## config.mk

```make
export PLATFORM = sky130hd
export DESIGN_NAME = acq_trigger_sequencer
export DESIGN_NICKNAME = d
export VERILOG_FILES = /design/src/core/acq_pkg.sv /design/src/core/acq_trigger_sequencer.sv
export SDC_FILE = /design/constraint.sdc
export NUM_CORES = 1
export LEC_CHECK = 0
export BUFFER_PORTS_ARGS = -buffer_cell sky130_fd_sc_hd__buf_2
export CAP_MARGIN = 20
export CORE_MARGIN = 2
export CORE_UTILIZATION = 40
export DETAILED_ROUTE_END_ITERATION = 8
export GPL_TIMING_DRIVEN = 0
export SLEW_MARGIN = 20
export SYNTH_ARGS = -nofsm -noshare
export SYNTH_HDL_FRONTEND = slang
export SYNTH_SLANG_ARGS = --single-unit
```

## constraint.sdc

```tcl
create_clock -name sys_clk -period 7.2 [get_ports sys_clk]
set_clock_uncertainty 0.15 [all_clocks]
set_input_delay 1.08 -clock sys_clk [delete_from_list [all_inputs] [get_ports sys_clk]]
set_output_delay 1.08 -clock sys_clk [all_outputs]
set_load 0.005 [all_outputs]
```

## src/core/acq_pkg.sv

```systemverilog
// Shared constants, enumerations and carriers of the acquisition sequencer
package acq_pkg;
	// Register byte offsets
	localparam logic [7:0] REG_RUN = 8'h00;
	localparam logic [7:0] REG_CFG = 8'h04;
	localparam logic [7:0] REG_TRIG = 8'h08;
	localparam logic [7:0] REG_LEVEL = 8'h0c;
	localparam logic [7:0] REG_WAIT = 8'h10;
	localparam logic [7:0] REG_WIN = 8'h14;
	localparam logic [7:0] REG_CMD = 8'h18;
	localparam logic [7:0] REG_STATUS = 8'h1c;
	// Field positions
	localparam int CFG_ADV_BIT = 0;
	localparam int CFG_SAF_BIT = 1;
	localparam int CFG_CORR_BIT = 2;
	localparam int CFG_START_LSB = 4;
	localparam int CFG_COUNT_LSB = 12;
	localparam int TRIG_NORMAL_BIT = 0;
	localparam int TRIG_FALL_BIT = 1;
	localparam int TRIG_SRC_LSB = 2;
	localparam int TRIG_AC_BIT = 4;
	localparam int TRIG_EXTARM_BIT = 5;
	localparam int TRIG_PCT_BIT = 6;
	localparam int CMD_MAN_BIT = 0;
	localparam int CMD_BUS_BIT = 1;
	localparam int CMD_MAP_BIT = 2;
	localparam int STAT_MAP_BIT = 2;
	localparam int STAT_SLOT_LSB = 4;
	localparam int STAT_FILL_LSB = 12;
	localparam int STAT_PHASE_LSB = 20;
	// Reset values and limits
	localparam logic [4:0] SLOT_MIN = 5'h01;
	localparam logic [4:0] SLOT_MAX = 5'h10;
	localparam logic [4:0] RST_COUNT = 5'h01;
	localparam logic [4:0] RST_START = 5'h01;
	localparam logic [15:0] RST_WIN = 16'h0064;
	localparam logic [10:0] WAIT_MAX = 11'h500;
	localparam logic [3:0] MAP_SERIES = 4'h8;
	// Timing
	localparam int AUTO_TIMEOUT_MS = 360;
	localparam int CLK_HZ = 100_000_000;
	localparam int AUTO_TIMEOUT_CYC = AUTO_TIMEOUT_MS * (CLK_HZ / 1000);

	typedef enum logic [1:0] {RUN_STOPPED, RUN_CONT, RUN_SAF} run_state_e;
	typedef enum logic [1:0] {PH_IDLE, PH_ARMED, PH_DELAY, PH_STORE} phase_e;
	typedef enum logic [1:0] {SRC_CHA, SRC_CHB, SRC_SUM, SRC_EXT} trig_src_e;

	typedef struct packed {
		logic [7:0] addr;
		logic [31:0] wdata;
		logic wr;
		logic rd;
	} bus_req_s;

	typedef struct packed {
		logic pct;
		logic ext_arm;
		logic ac;
		trig_src_e src;
		logic falling;
		logic normal;
	} trig_cfg_s;

	typedef struct packed {
		run_state_e run;
		phase_e phase;
		logic adv;
		logic saf;
		logic corr;
		logic [4:0] start;
		logic [4:0] count;
		trig_cfg_s tcfg;
		logic [15:0] level;
		logic [10:0] wait_frac;
		logic [15:0] win;
		logic map_run;
		logic [3:0] map_cnt;
		logic [3:0] slot;
		logic [4:0] filled;
		logic [25:0] tmo;
		logic [18:0] dly;
		logic [15:0] wcnt;
		logic prev_src;
		logic trig;
		logic store;
		logic [31:0] rdata;
	} seq_state_s;
endpackage

```

## src/core/acq_trigger_sequencer.sv

```systemverilog
// Acquisition and trigger sequencer of the waveform recorder
//
// Contract
// - Record count in advance mode is 1 to 16, default 1.
// - After slot 16 is filled, slot 1 is written next.
// - After wrapping, keep filling until filled count equals record count.
// - With stop-after-fill on, acquisition stops after the last required slot.
// - With stop-after-fill, triggers after completion are ignored until restart.
// - Without stop-after-fill, acquire repeatedly until stopped.
// - Report stop-after-fill running, then stopped; the setting stays on.
// - Run state commandable as stopped, continuous or stop-after-fill; readable.
// - Correction enable passes through to waveform processing.
// - Mapping run performs a series of acquisitions; status resets to stopped.
// - Auto mode fires its own trigger 360 ms after sequence start.
// - Normal mode triggers on event, manual button or bus command only.
// - Edge select rising or falling; channel inversion does not change it.
// - Threshold held signed, in volts or percent of full scale.
// - Channel inversion leaves the threshold setting untouched.
// - Source is channel A, channel B, sum or external.
// - Coupling AC or DC internally; external source forces AC.
// - Programmable wait after trigger, up to five windows, before storing.
// - Wait held as a fraction of the window, survives window changes.
// - With external arming, no trigger unless arm input is low.
// - Arm input ignored under internal arming or auto mode.
// - Start slot 1 to 16; only slot in single mode, first in advance.
module acq_trigger_sequencer #(
	parameter int unsigned AUTO_TIMEOUT = acq_pkg::AUTO_TIMEOUT_CYC
) (
	input wire logic sys_clk,
	input wire logic reset,
	input wire acq_pkg::bus_req_s bus,
	output logic [31:0] rdata,
	input wire logic [3:0] src_above,
	input wire logic ext_arm_n,
	input wire logic man_trig,
	output logic trig_o,
	output logic store_o,
	output logic [3:0] slot_o,
	output acq_pkg::trig_src_e source_o,
	output logic falling_o,
	output logic coupling_ac_o,
	output logic [15:0] threshold_o,
	output logic threshold_pct_o,
	output logic correct_en_o,
	output logic map_run_o
);
	import acq_pkg::*;

	localparam logic [25:0] TMO_LAST = 26'(AUTO_TIMEOUT - 1);

	seq_state_s s_r;
	seq_state_s s_nxt;
	logic sel_lvl;
	logic ev;
	logic cmd_wr;
	logic bus_trig;
	logic arm_ok;
	logic timeout;
	logic fire;
	logic store_end;
	logic last_slot;
	logic [4:0] required;
	logic [26:0] dprod;
	logic [18:0] dcyc;

	// Clamp a slot number or count into 1..16
	function automatic logic [4:0] clamp_slot(input logic [4:0] v);
		logic [4:0] r;
		r = v;
		if (v < SLOT_MIN) begin
			r = SLOT_MIN;
		end else if (v > SLOT_MAX) begin
			r = SLOT_MAX;
		end
		return r;
	endfunction

	// Trigger qualification from selected comparator and commands
	always_comb begin
		sel_lvl = src_above[s_r.tcfg.src];
		ev = s_r.tcfg.falling ? (~sel_lvl & s_r.prev_src) : (sel_lvl & ~s_r.prev_src);
		cmd_wr = bus.wr && (bus.addr == REG_CMD);
		bus_trig = cmd_wr && (bus.wdata[CMD_MAN_BIT] || bus.wdata[CMD_BUS_BIT]);
		arm_ok = !s_r.tcfg.ext_arm || !s_r.tcfg.normal || !ext_arm_n;
		timeout = !s_r.tcfg.normal && (s_r.tmo == TMO_LAST);
		fire = timeout || (arm_ok && (ev || man_trig || bus_trig));
		required = s_r.adv ? s_r.count : SLOT_MIN;
		store_end = (s_r.phase == PH_STORE) && (s_r.wcnt == s_r.win - 16'h0001);
		last_slot = (s_r.filled + 5'h01) == required;
		dprod = 27'(s_r.wait_frac) * 27'(s_r.win);
		dcyc = dprod[26:8];
	end

	// Next-state logic
	always_comb begin
		s_nxt = s_r;
		s_nxt.trig = 1'b0;
		s_nxt.rdata = 32'h0000_0000;
		s_nxt.prev_src = sel_lvl;
		case (s_r.phase)
			PH_IDLE: begin
				s_nxt.store = 1'b0;
			end
			PH_ARMED: begin
				s_nxt.tmo = (s_r.tmo == TMO_LAST) ? s_r.tmo : s_r.tmo + 26'h1;
				if (fire) begin
					s_nxt.trig = 1'b1;
					s_nxt.tmo = 26'h0;
					s_nxt.dly = dcyc;
					s_nxt.wcnt = 16'h0;
					if (dcyc == 19'h0) begin
						s_nxt.phase = PH_STORE;
						s_nxt.store = 1'b1;
					end else begin
						s_nxt.phase = PH_DELAY;
					end
				end
			end
			PH_DELAY: begin
				s_nxt.dly = s_r.dly - 19'h1;
				if (s_r.dly == 19'h1) begin
					s_nxt.phase = PH_STORE;
					s_nxt.store = 1'b1;
				end
			end
			PH_STORE: begin
				s_nxt.wcnt = s_r.wcnt + 16'h1;
				if (store_end) begin
					s_nxt.store = 1'b0;
					s_nxt.tmo = 26'h0;
					s_nxt.phase = PH_ARMED;
					s_nxt.filled = s_r.filled + 5'h01;
					if (s_r.adv) begin
						s_nxt.slot = s_r.slot + 4'h1;
					end
					if (s_r.map_run) begin
						s_nxt.map_cnt = s_r.map_cnt + 4'h1;
					end
					if (last_slot) begin
						s_nxt.filled = 5'h00;
						s_nxt.slot = 4'(s_r.start - 5'h01);
						if (s_r.run == RUN_SAF) begin
							s_nxt.run = RUN_STOPPED;
							s_nxt.phase = PH_IDLE;
						end
					end
					if (s_r.map_run && s_r.map_cnt == MAP_SERIES - 4'h1) begin
						s_nxt.map_run = 1'b0;
						s_nxt.run = RUN_STOPPED;
						s_nxt.phase = PH_IDLE;
					end
				end
			end
			default: begin
				s_nxt.phase = PH_IDLE;
			end
		endcase
		// Register writes take precedence over the sequence
		if (bus.wr) begin
			case (bus.addr)
				REG_RUN: begin
					s_nxt.store = 1'b0;
					s_nxt.filled = 5'h00;
					s_nxt.tmo = 26'h0;
					s_nxt.slot = 4'(s_r.start - 5'h01);
					s_nxt.phase = PH_ARMED;
					case (bus.wdata[1:0])
						2'h1: s_nxt.run = s_r.saf ? RUN_SAF : RUN_CONT;
						2'h2: begin
							s_nxt.run = RUN_SAF;
							s_nxt.saf = 1'b1;
						end
						default: begin
							s_nxt.run = RUN_STOPPED;
							s_nxt.phase = PH_IDLE;
						end
					endcase
				end
				REG_CFG: begin
					s_nxt.adv = bus.wdata[CFG_ADV_BIT];
					s_nxt.saf = bus.wdata[CFG_SAF_BIT];
					s_nxt.corr = bus.wdata[CFG_CORR_BIT];
					s_nxt.start = clamp_slot(bus.wdata[CFG_START_LSB +: 5]);
					s_nxt.count = clamp_slot(bus.wdata[CFG_COUNT_LSB +: 5]);
					if (s_r.run != RUN_STOPPED) begin
						s_nxt.run = bus.wdata[CFG_SAF_BIT] ? RUN_SAF : RUN_CONT;
					end
				end
				REG_TRIG: begin
					s_nxt.tcfg.normal = bus.wdata[TRIG_NORMAL_BIT];
					s_nxt.tcfg.falling = bus.wdata[TRIG_FALL_BIT];
					s_nxt.tcfg.src = trig_src_e'(bus.wdata[TRIG_SRC_LSB +: 2]);
					s_nxt.tcfg.ext_arm = bus.wdata[TRIG_EXTARM_BIT];
					s_nxt.tcfg.ac = bus.wdata[TRIG_AC_BIT];
					s_nxt.tcfg.pct = bus.wdata[TRIG_PCT_BIT];
					if (trig_src_e'(bus.wdata[TRIG_SRC_LSB +: 2]) == SRC_EXT) begin
						s_nxt.tcfg.ac = 1'b1;
						s_nxt.tcfg.pct = 1'b0;
					end
				end
				REG_LEVEL: s_nxt.level = bus.wdata[15:0];
				REG_WAIT: begin
					s_nxt.wait_frac = (bus.wdata[15:0] > 16'(WAIT_MAX)) ? WAIT_MAX
						: bus.wdata[10:0];
				end
				REG_WIN: begin
					s_nxt.win = (bus.wdata[15:0] == 16'h0) ? 16'h1 : bus.wdata[15:0];
				end
				REG_CMD: begin
					if (bus.wdata[CMD_MAP_BIT]) begin
						s_nxt.map_run = 1'b1;
						s_nxt.map_cnt = 4'h0;
						// Also restarts a run that the sequence stops in this cycle
						if (s_nxt.run == RUN_STOPPED) begin
							s_nxt.run = RUN_CONT;
							s_nxt.phase = PH_ARMED;
							s_nxt.tmo = 26'h0;
							s_nxt.filled = 5'h00;
							s_nxt.slot = 4'(s_r.start - 5'h01);
						end
					end
				end
				default: begin
				end
			endcase
		end
		// Read data, registered for the following cycle
		if (bus.rd) begin
			case (bus.addr)
				REG_RUN: s_nxt.rdata = {30'h0, s_r.run};
				REG_CFG: begin
					s_nxt.rdata = {15'h0, s_r.count, 3'h0, s_r.start, 1'b0,
						s_r.corr, s_r.saf, s_r.adv};
				end
				REG_TRIG: s_nxt.rdata = {25'h0, s_r.tcfg};
				REG_LEVEL: s_nxt.rdata = {16'h0, s_r.level};
				REG_WAIT: s_nxt.rdata = {21'h0, s_r.wait_frac};
				REG_WIN: s_nxt.rdata = {16'h0, s_r.win};
				REG_STATUS: begin
					s_nxt.rdata = {10'h0, s_r.phase, 3'h0, s_r.filled, 3'h0,
						5'(s_r.slot) + 5'h01, 1'b0, s_r.map_run, s_r.run};
				end
				default: s_nxt.rdata = 32'h0000_0000;
			endcase
		end
	end

	// State register
	always_ff @(posedge sys_clk or posedge reset) begin
		if (reset) begin
			s_r <= '0;
			s_r.run <= RUN_STOPPED;
			s_r.phase <= PH_IDLE;
			s_r.start <= RST_START;
			s_r.count <= RST_COUNT;
			s_r.win <= RST_WIN;
			s_r.tcfg.src <= SRC_CHA;
		end else begin
			s_r <= s_nxt;
		end
	end

	// Outputs straight from the state register
	assign rdata = s_r.rdata;
	assign trig_o = s_r.trig;
	assign store_o = s_r.store;
	assign slot_o = s_r.slot;
	assign source_o = s_r.tcfg.src;
	assign falling_o = s_r.tcfg.falling;
	assign coupling_ac_o = s_r.tcfg.ac;
	assign threshold_o = s_r.level;
	assign threshold_pct_o = s_r.tcfg.pct;
	assign correct_en_o = s_r.corr;
	assign map_run_o = s_r.map_run;
endmodule

```

==> impl_metrics.py, run 1 <==
metrics = {
    "clocking": {
        "cts_hold_buf": 0,
        "cts_made_buffers": 17,
        "cts_max_level": 4,
        "cts_tree": "built",
        "clk_latency_ps": 440,
        "cts.sinks": 164,
        "clkSlewWorstSetupHoldPaths_ps": 70,
        "clk_root_buffer_cell": "clkbuf_16",
        "cts_buffer_depth": 2,
    },
    "logic_synthesis": {
        "syn_inst": 1782,
        "ys_seq_area_frac": 0.264,
        "async_flop_share": 1.00,
        "synth_edf_count": 0,
        "yosysWarningCount": 0,
        "synth_ff_type": "dfrtp_1",
        "ys_ff_latch": 164,
        "avgSynthCellArea_um2": 8.75,
        "ys_types": 98,
        "netlist_area_um2": 15600,
    },
    "placed_design": {
        "place_congestion": 0.917,
        "place_area_um2": 16700,
        "io_buffer_count": 80,
        "hpwl_um": 35600,
        "place_inst": 2393,
    },
    "setup_path": {
        "cp-end-kind": "flip-flop",
        "cp_top_family": "adder cells",
        "arrival_ps": 7130,
        "cpPeakStageDelay_ps": 560,
        "critPathKind": "flip-flop to flip-flop",
        "cp-start-kind": "flip-flop",
        "worst-endpoint-required_ps": 7400,
        "crit_top_cell": "fa_1",
        "cp_max_fo": 19,
        "crit_buf_inv": 3,
        "critPathSlowestCell": "dfstp_2",
        "cp_cell_sequence": "buf_4 -> and2_1 -> fa_1 -> fa_1 -> fa_1 -> fa_1 -> inv_1 -> fa_1 -> inv_1 -> ha_1 -> a21oi_1 -> o21ai_1 -> nor4_2 -> o21ai_1 -> xnor2_2 -> nor4b_2 -> and4_1 -> nand3_1 -> or4_1 -> a21oi_1",
    },
    "layout": {
        "fillers": 3855,
        "drive_gt1_frac": 0.154,
        "seq_area_um2": 4140,
        "fin_util": 0.449,
        "final_common_cell": "nand2_1",
        "antenna_cells": 0,
        "final_cell_mix": "nand2_1, inv_1, dfrtp_1",
        "areaGrowthSynthToFinish_pct": 11.1,
        "instances_no_fill": 2397,
        "multi_input_area_um2": 10000,
        "layout.nets": 2116,
        "design_area_um2": 17300,
    },
    "timing": {
        "drv_slew": 0,
        "tightest_slew_ps": 907,
        "hold_viol": 0,
        "fin_crit_ps": 6920,
        "timing.final.crit_share": 0.961,
        "slew-limit-headroom": 0.392,
        "fmax_ghz": 0.144,
        "setup_violations": 0,
        "rsz0062_at_grt": "false",
        "fin_tns_setup_ps": 0,
    },
    "floorplan": {
        "die_w_um": 201,
        "io_pins": 111,
        "die-area_um2": 40600,
        "coreArea_um2": 38600,
        "start_util": 0.404,
        "die_h_um": 201,
        "num_rows": 72,
    },
    "pwr": {
        "cellPowerDensity_nw_per_um2": 172,
        "pwr-share-comb": 0.270,
        "vdd_drop_max_v": 0.000179,
        "pwr-share-seq": 0.414,
        "p_sw_frac": 0.358,
        "p_total_w": 0.00297,
        "power_switching_w": 0.00106,
        "clkPwrFrac": 0.316,
        "leakagePower_nw": 8.15,
        "internal-power_w": 0.00191,
    },
    "detailed_routing": {
        "drc_errors": 0,
        "drt_first_pass_iters": 6,
        "vias_per_cell": 5.50,
        "wl_met1_um": 20300,
        "antenna_left": 0,
        "first_iter_violations": 887,
        "wl_met2_um": 20600,
        "routedWlPerCell_um": 18.8,
        "maxUsedRoutingLayer": "met5",
        "dr_wl_met3_um": 2940,
        "via_count": 13200,
        "routed_wirelength_um": 45100,
    },
    "grt": {
        "antenna_found_initial": 1,
        "gr-total-overflow": 0,
        "grt_max_degree": 87,
        "grt_pass1_vias": 13100,
        "grt_pass1_wl_um": 73300,
        "grt_use_total": 0.228,
    },
    "worst_hold_path": {
        "hp-class": "flip-flop to flip-flop",
    },
    "flow_run": {
        "max-cap-violations": 0,
    },
    "status": {
        "status": "completed",
    },
}
[routing by layer]
metal  vias to the layer above  global-route usage
li1                       6158                   -
met1                      6546               0.324
met2                       413               0.355
met3                        69              0.0398
met4                         2              0.0678
met5                         -                   0
[registers in the layout (all words and copies together), names as in the netlist]
| name | flops |
|---|---|
| rdata | 19 |
| coupling_ac_o | 1 |
| map_run_o | 1 |
| s_r | 116 |
| trig_o | 1 |
| correct_en_o | 1 |
| source_o | 2 |
| threshold_pct_o | 1 |
| falling_o | 1 |
| slot_o | 4 |
| store_o | 1 |
| threshold_o | 16 |
[power by group through the flow]
stage                     registers, W  clock network, W  logic, W
after global placement         0.00122                 0  0.000788
after CTS                      0.00123          0.000951  0.000798
after global routing           0.00125          0.000984  0.000897
after detailed placement       0.00123                 0  0.000810
after floorplan                0.00117                 0  0.000598
final                          0.00123          0.000939  0.000804
[metrics by stage]
step,hold slack [ps],setup slack [ps]
6_report,370,279
5_1_grt,389,0.477
4_1_cts,350,12.6
3_5_place_dp,336,-661
3_3_place_gp,318,-606
2_1_floorplan,301,397
[area by class of cell]
type / count / share of cell area
clock inverter: 12 / 0.00853
inverter: 179 / 0.0392
tap: 518 / 0.0374
buffer: 133 / 0.0449
sequential: 164 / 0.239
timing repair buffer: 84 / 0.0260
clock buffer: 18 / 0.0254
multi-input combinational: 1289 / 0.579
[Yosys cell counts (5+ instances only)]
cell type,number,area (um2)
a21o_1,5,37.5
o21ai_0,101,505
and2_1,84,526
buf_2,7,35.0
nor4_1,17,106
nor4b_1,6,52.6
a22oi_1,20,150
dfstp_2,5,131
a211oi_1,9,67.6
a221oi_1,10,87.6
nor3b_1,5,37.5
nor2b_1,9,56.3
nand3_1,43,215
o31a_1,7,61.3
o22ai_1,6,37.5
a21oi_1,73,365
o211ai_1,7,52.6
nand4_1,30,188
buf_4,58,435
and4_1,5,43.8
o21a_1,5,37.5
inv_1,178,668
nor2_1,104,390
nor3_1,37,185
dfrtp_1,159,3980
nand2b_1,7,43.8
a22o_1,24,210
xnor2_1,35,307
mux2_2,21,236
xor2_1,33,289
and3_1,25,156
mux2i_1,10,100
nand2_1,212,796
fa_1,124,2480
or4_1,5,37.5
a21oi_2,5,43.8
ha_1,74,926
a31oi_1,12,75.1
clkbuf_1,93,349
or3_1,11,68.8
[worst min-delay path: stages (launching register included)]
cell     delay, ps
dfrtp_1        370
nand2_1         50
o21ai_0         60
[timing repair]
action	4_1_cts	5_1_grt
cloned	0	0
gates resized for setup	24	41
setup buffers	0	3
endpoints found under the setup margin	2	2
[worst paths after layout]
path | endpoint | startpoint | cells after the start | slack, ps
worst max-delay path | store_o | s_r[115] | 20 | 280
worst min-delay path | threshold_o[0] | threshold_o[0] | 2 | 370
worst max register to register | store_o | s_r[115] | 20 | 280
worst min register to register | threshold_o[0] | threshold_o[0] | 2 | 370
max in group asynchronous | s_r[112] | reset | 3 | 5510
min in group asynchronous | s_r[107] | reset | 2 | 530
[logic make-up after synthesis]
group | synth area share
mux | 0.0230
buf+inv | 0.0976
fa+ha+maj | 0.219
flops | 0.264
other cells | 0.000241
xor+xnor | 0.0408
simple gates | 0.211
compound gates | 0.145
No activity file was read; power rests on OpenSTA's default activity.
==> inputs of run 2 (changes only) <==
ABC_AREA = 1   (was not set)
==> run 2 against run 1 <==
  * Maximum frequency is 1.6% higher
  * Worst setup slack better by 110 ps
  * Routed wire length rose by 9.9%
  * Final cell count increased by 23%
  * Utilization about the same
  * Die area is 5.8% higher
  * Via count increased by 16%
  * Design area increased by 5.7%
  * Critical path depth increased by 5
  * Synthesized cell count rose by 29%
  * Register-to-register slack gained 110 ps
  * Critical path type unchanged
  * Highest routed layer is now met4
==> impl_metrics.py, run 2 <==
metrics = {
    "floorplan": {
        "die_w_um": 207,
        "die_h_um": 207,
        "start_util": 0.405,
        "coreArea_um2": 40700,
        "num_rows": 74,
        "die-area_um2": 42900,
        "io_pins": 111,
    },
    "logic_synthesis": {
        "synth_area_leaders": "dfrtp_1, fa_1, nand2_1, inv_1, ha_1",
        "ys_types": 62,
        "avgSynthCellArea_um2": 7.17,
        "synth_top_area_share": 0.241,
        "synthTopCellsByCount": "nand2_1, inv_1, nor2_1, dfrtp_1, o21ai_0",
        "synth_ff_type": "dfrtp_1",
        "synthMostInstantiatedCell": "nand2_1",
        "yosysWarningCount": 0,
        "ys_ff_latch": 164,
        "yosys.area.top_type": "dfrtp_1",
        "synth_edf_count": 0,
        "async_flop_share": 1.00,
        "syn_inst": 2303,
        "ys_seq_area_frac": 0.249,
        "netlist_area_um2": 16500,
    },
    "detailed_routing": {
        "routed_wirelength_um": 49500,
        "via_count": 15300,
        "drt_first_pass_iters": 8,
        "vias_per_cell": 5.18,
        "first_iter_violations": 1261,
        "antenna_left": 0,
        "routedWlPerCell_um": 16.7,
        "drc_errors": 0,
    },
    "clocking": {
        "clkSlewWorstSetupHoldPaths_ps": 70,
        "cts_buffer_depth": 2,
        "clk_root_buffer_cell": "clkbuf_16",
        "cts_hold_buf": 0,
        "cts_setup_buffers": 0,
        "cts_made_buffers": 17,
        "cts_tree": "built",
        "cts_max_level": 4,
        "cts.sinks": 164,
        "clk_latency_ps": 460,
    },
    "placed_design": {
        "place_congestion": 0.914,
        "post-place-ws_ps": 441,
        "hpwl_um": 39800,
        "io_buffer_count": 82,
    },
    "setup_path": {
        "arrival_ps": 7040,
        "crit_buf_inv": 5,
        "cp-end-kind": "flip-flop",
        "cp_max_fo": 10,
        "worst-endpoint-required_ps": 7430,
        "critPathKind": "flip-flop to flip-flop",
        "crit_top_cell": "nand2_1",
        "cpPeakStageDelay_ps": 570,
        "critPathSlowestCell": "fa_1",
        "cp_top_family": "adder cells",
        "cp-start-kind": "flip-flop",
    },
    "timing": {
        "setup_ws_ps": 389,
        "fin_crit_ps": 6810,
        "timing.hold.ws_ps": 376,
        "drv_slew": 0,
        "fmax_ghz": 0.147,
        "slew-limit-headroom": 0.331,
        "setup_violations": 0,
        "rsz0062_at_grt": "false",
        "fin_tns_setup_ps": 0,
        "tightest_slew_ps": 994,
        "hold_viol": 0,
        "timing.final.crit_share": 0.946,
    },
    "layout": {
        "areaGrowthSynthToFinish_pct": 10.9,
        "final_cell_mix": "nand2_1, inv_1, nor2_1",
        "final_common_cell": "nand2_1",
        "layout.nets": 2663,
        "drive_gt1_frac": 0.101,
        "largest_register_ffs": 116,
        "fin_util": 0.449,
        "largest-register": "s_r",
        "antenna_cells": 0,
    },
    "grt": {
        "grt_max_degree": 98,
        "grt_pass1_wl_um": 81200,
        "grt_pass1_vias": 15400,
        "antenna_found_initial": 1,
        "gr-total-overflow": 0,
        "grt_use_total": 0.237,
    },
    "flow_run": {
        "max-cap-violations": 0,
    },
    "worst_hold_path": {
        "hp-class": "flip-flop to flip-flop",
    },
    "status": {
        "status": "completed",
    },
}
[run 2: cell types whose count changed in the layout (fill, tap and decap cells not counted), moves of 22 or more]
cell,before,now
nand3_1,43,100
nor2_1,104,186
nand2_1,212,554
and3_1,25,0
dfrtp_2,22,0
o21ai_0,101,137
dfrtp_1,137,159
a22o_1,24,0
and2_1,84,0
o22ai_1,6,30
inv_1,177,445
[run 2: worst paths after layout]
kind	slack [ps]	cells after the start	from	end
hold / removal	380	2	threshold_o[2]	threshold_o[2]
setup / recovery	390	25	s_r[120]	store_o
hold reg to reg	380	2	threshold_o[2]	threshold_o[2]
setup reg to reg	390	25	s_r[120]	store_o
max in group asynchronous	5520	3	reset	s_r[116]
min in group asynchronous	520	2	reset	s_r[106]
[run 2: kinds of logic after synthesis]
logic type,count (synthesis),synth area share
mux,2,0.00129
xor+xnor,54,0.0287
other cells,1,0.000227
fa+ha+maj,198,0.206
simple gates,984,0.255
buf+inv,588,0.149
compound gates,312,0.111
flops,164,0.249
[run 2: metrics by stage]
stage | instances | area, um2
floorplan | 2315 | 16600
global placement | 2929 | 17600
detailed placement | 2931 | 17700
CTS | 2963 | 18300
global route | 2960 | 18300
finish | 2960 | 18300
[run 2: repair_timing]
action | 4_1_cts | 5_1_grt
setup endpoints to repair | 0 | 2
hold endpoints to repair | 0 | 0
gates resized for setup | 0 | 8
[run 2: layout make-up]
class / instances / area (um2)
Sequential cell: 164 / 4110
Buffer: 133 / 754
Inverter: 452 / 1700
Multi-Input combinational cell: 1563 / 9990
Clock inverter: 15 / 214
Fill cell: 4232 / 22400
Clock buffer: 17 / 425
Timing Repair Buffer: 84 / 443
Tap cell: 532 / 666
[run 2: tightest hold or removal path: stages (launching register included)]
cell and delay (ps):
dfrtp_1 370, nand2_1 60, o21ai_0 60
[run 2: routing by layer]
metal  vias up  global-route usage  part of all wire
met4         0              0.0899             0.032
met5         -                   0                 0
li1       7361                   -                 -
met2       486               0.402              0.49
met1      7381               0.303              0.42
met3       109              0.0371             0.055
Power of run 2 is not shown: default switching activity piles up to over one toggle a cycle in this logic, so the estimate is an artifact.
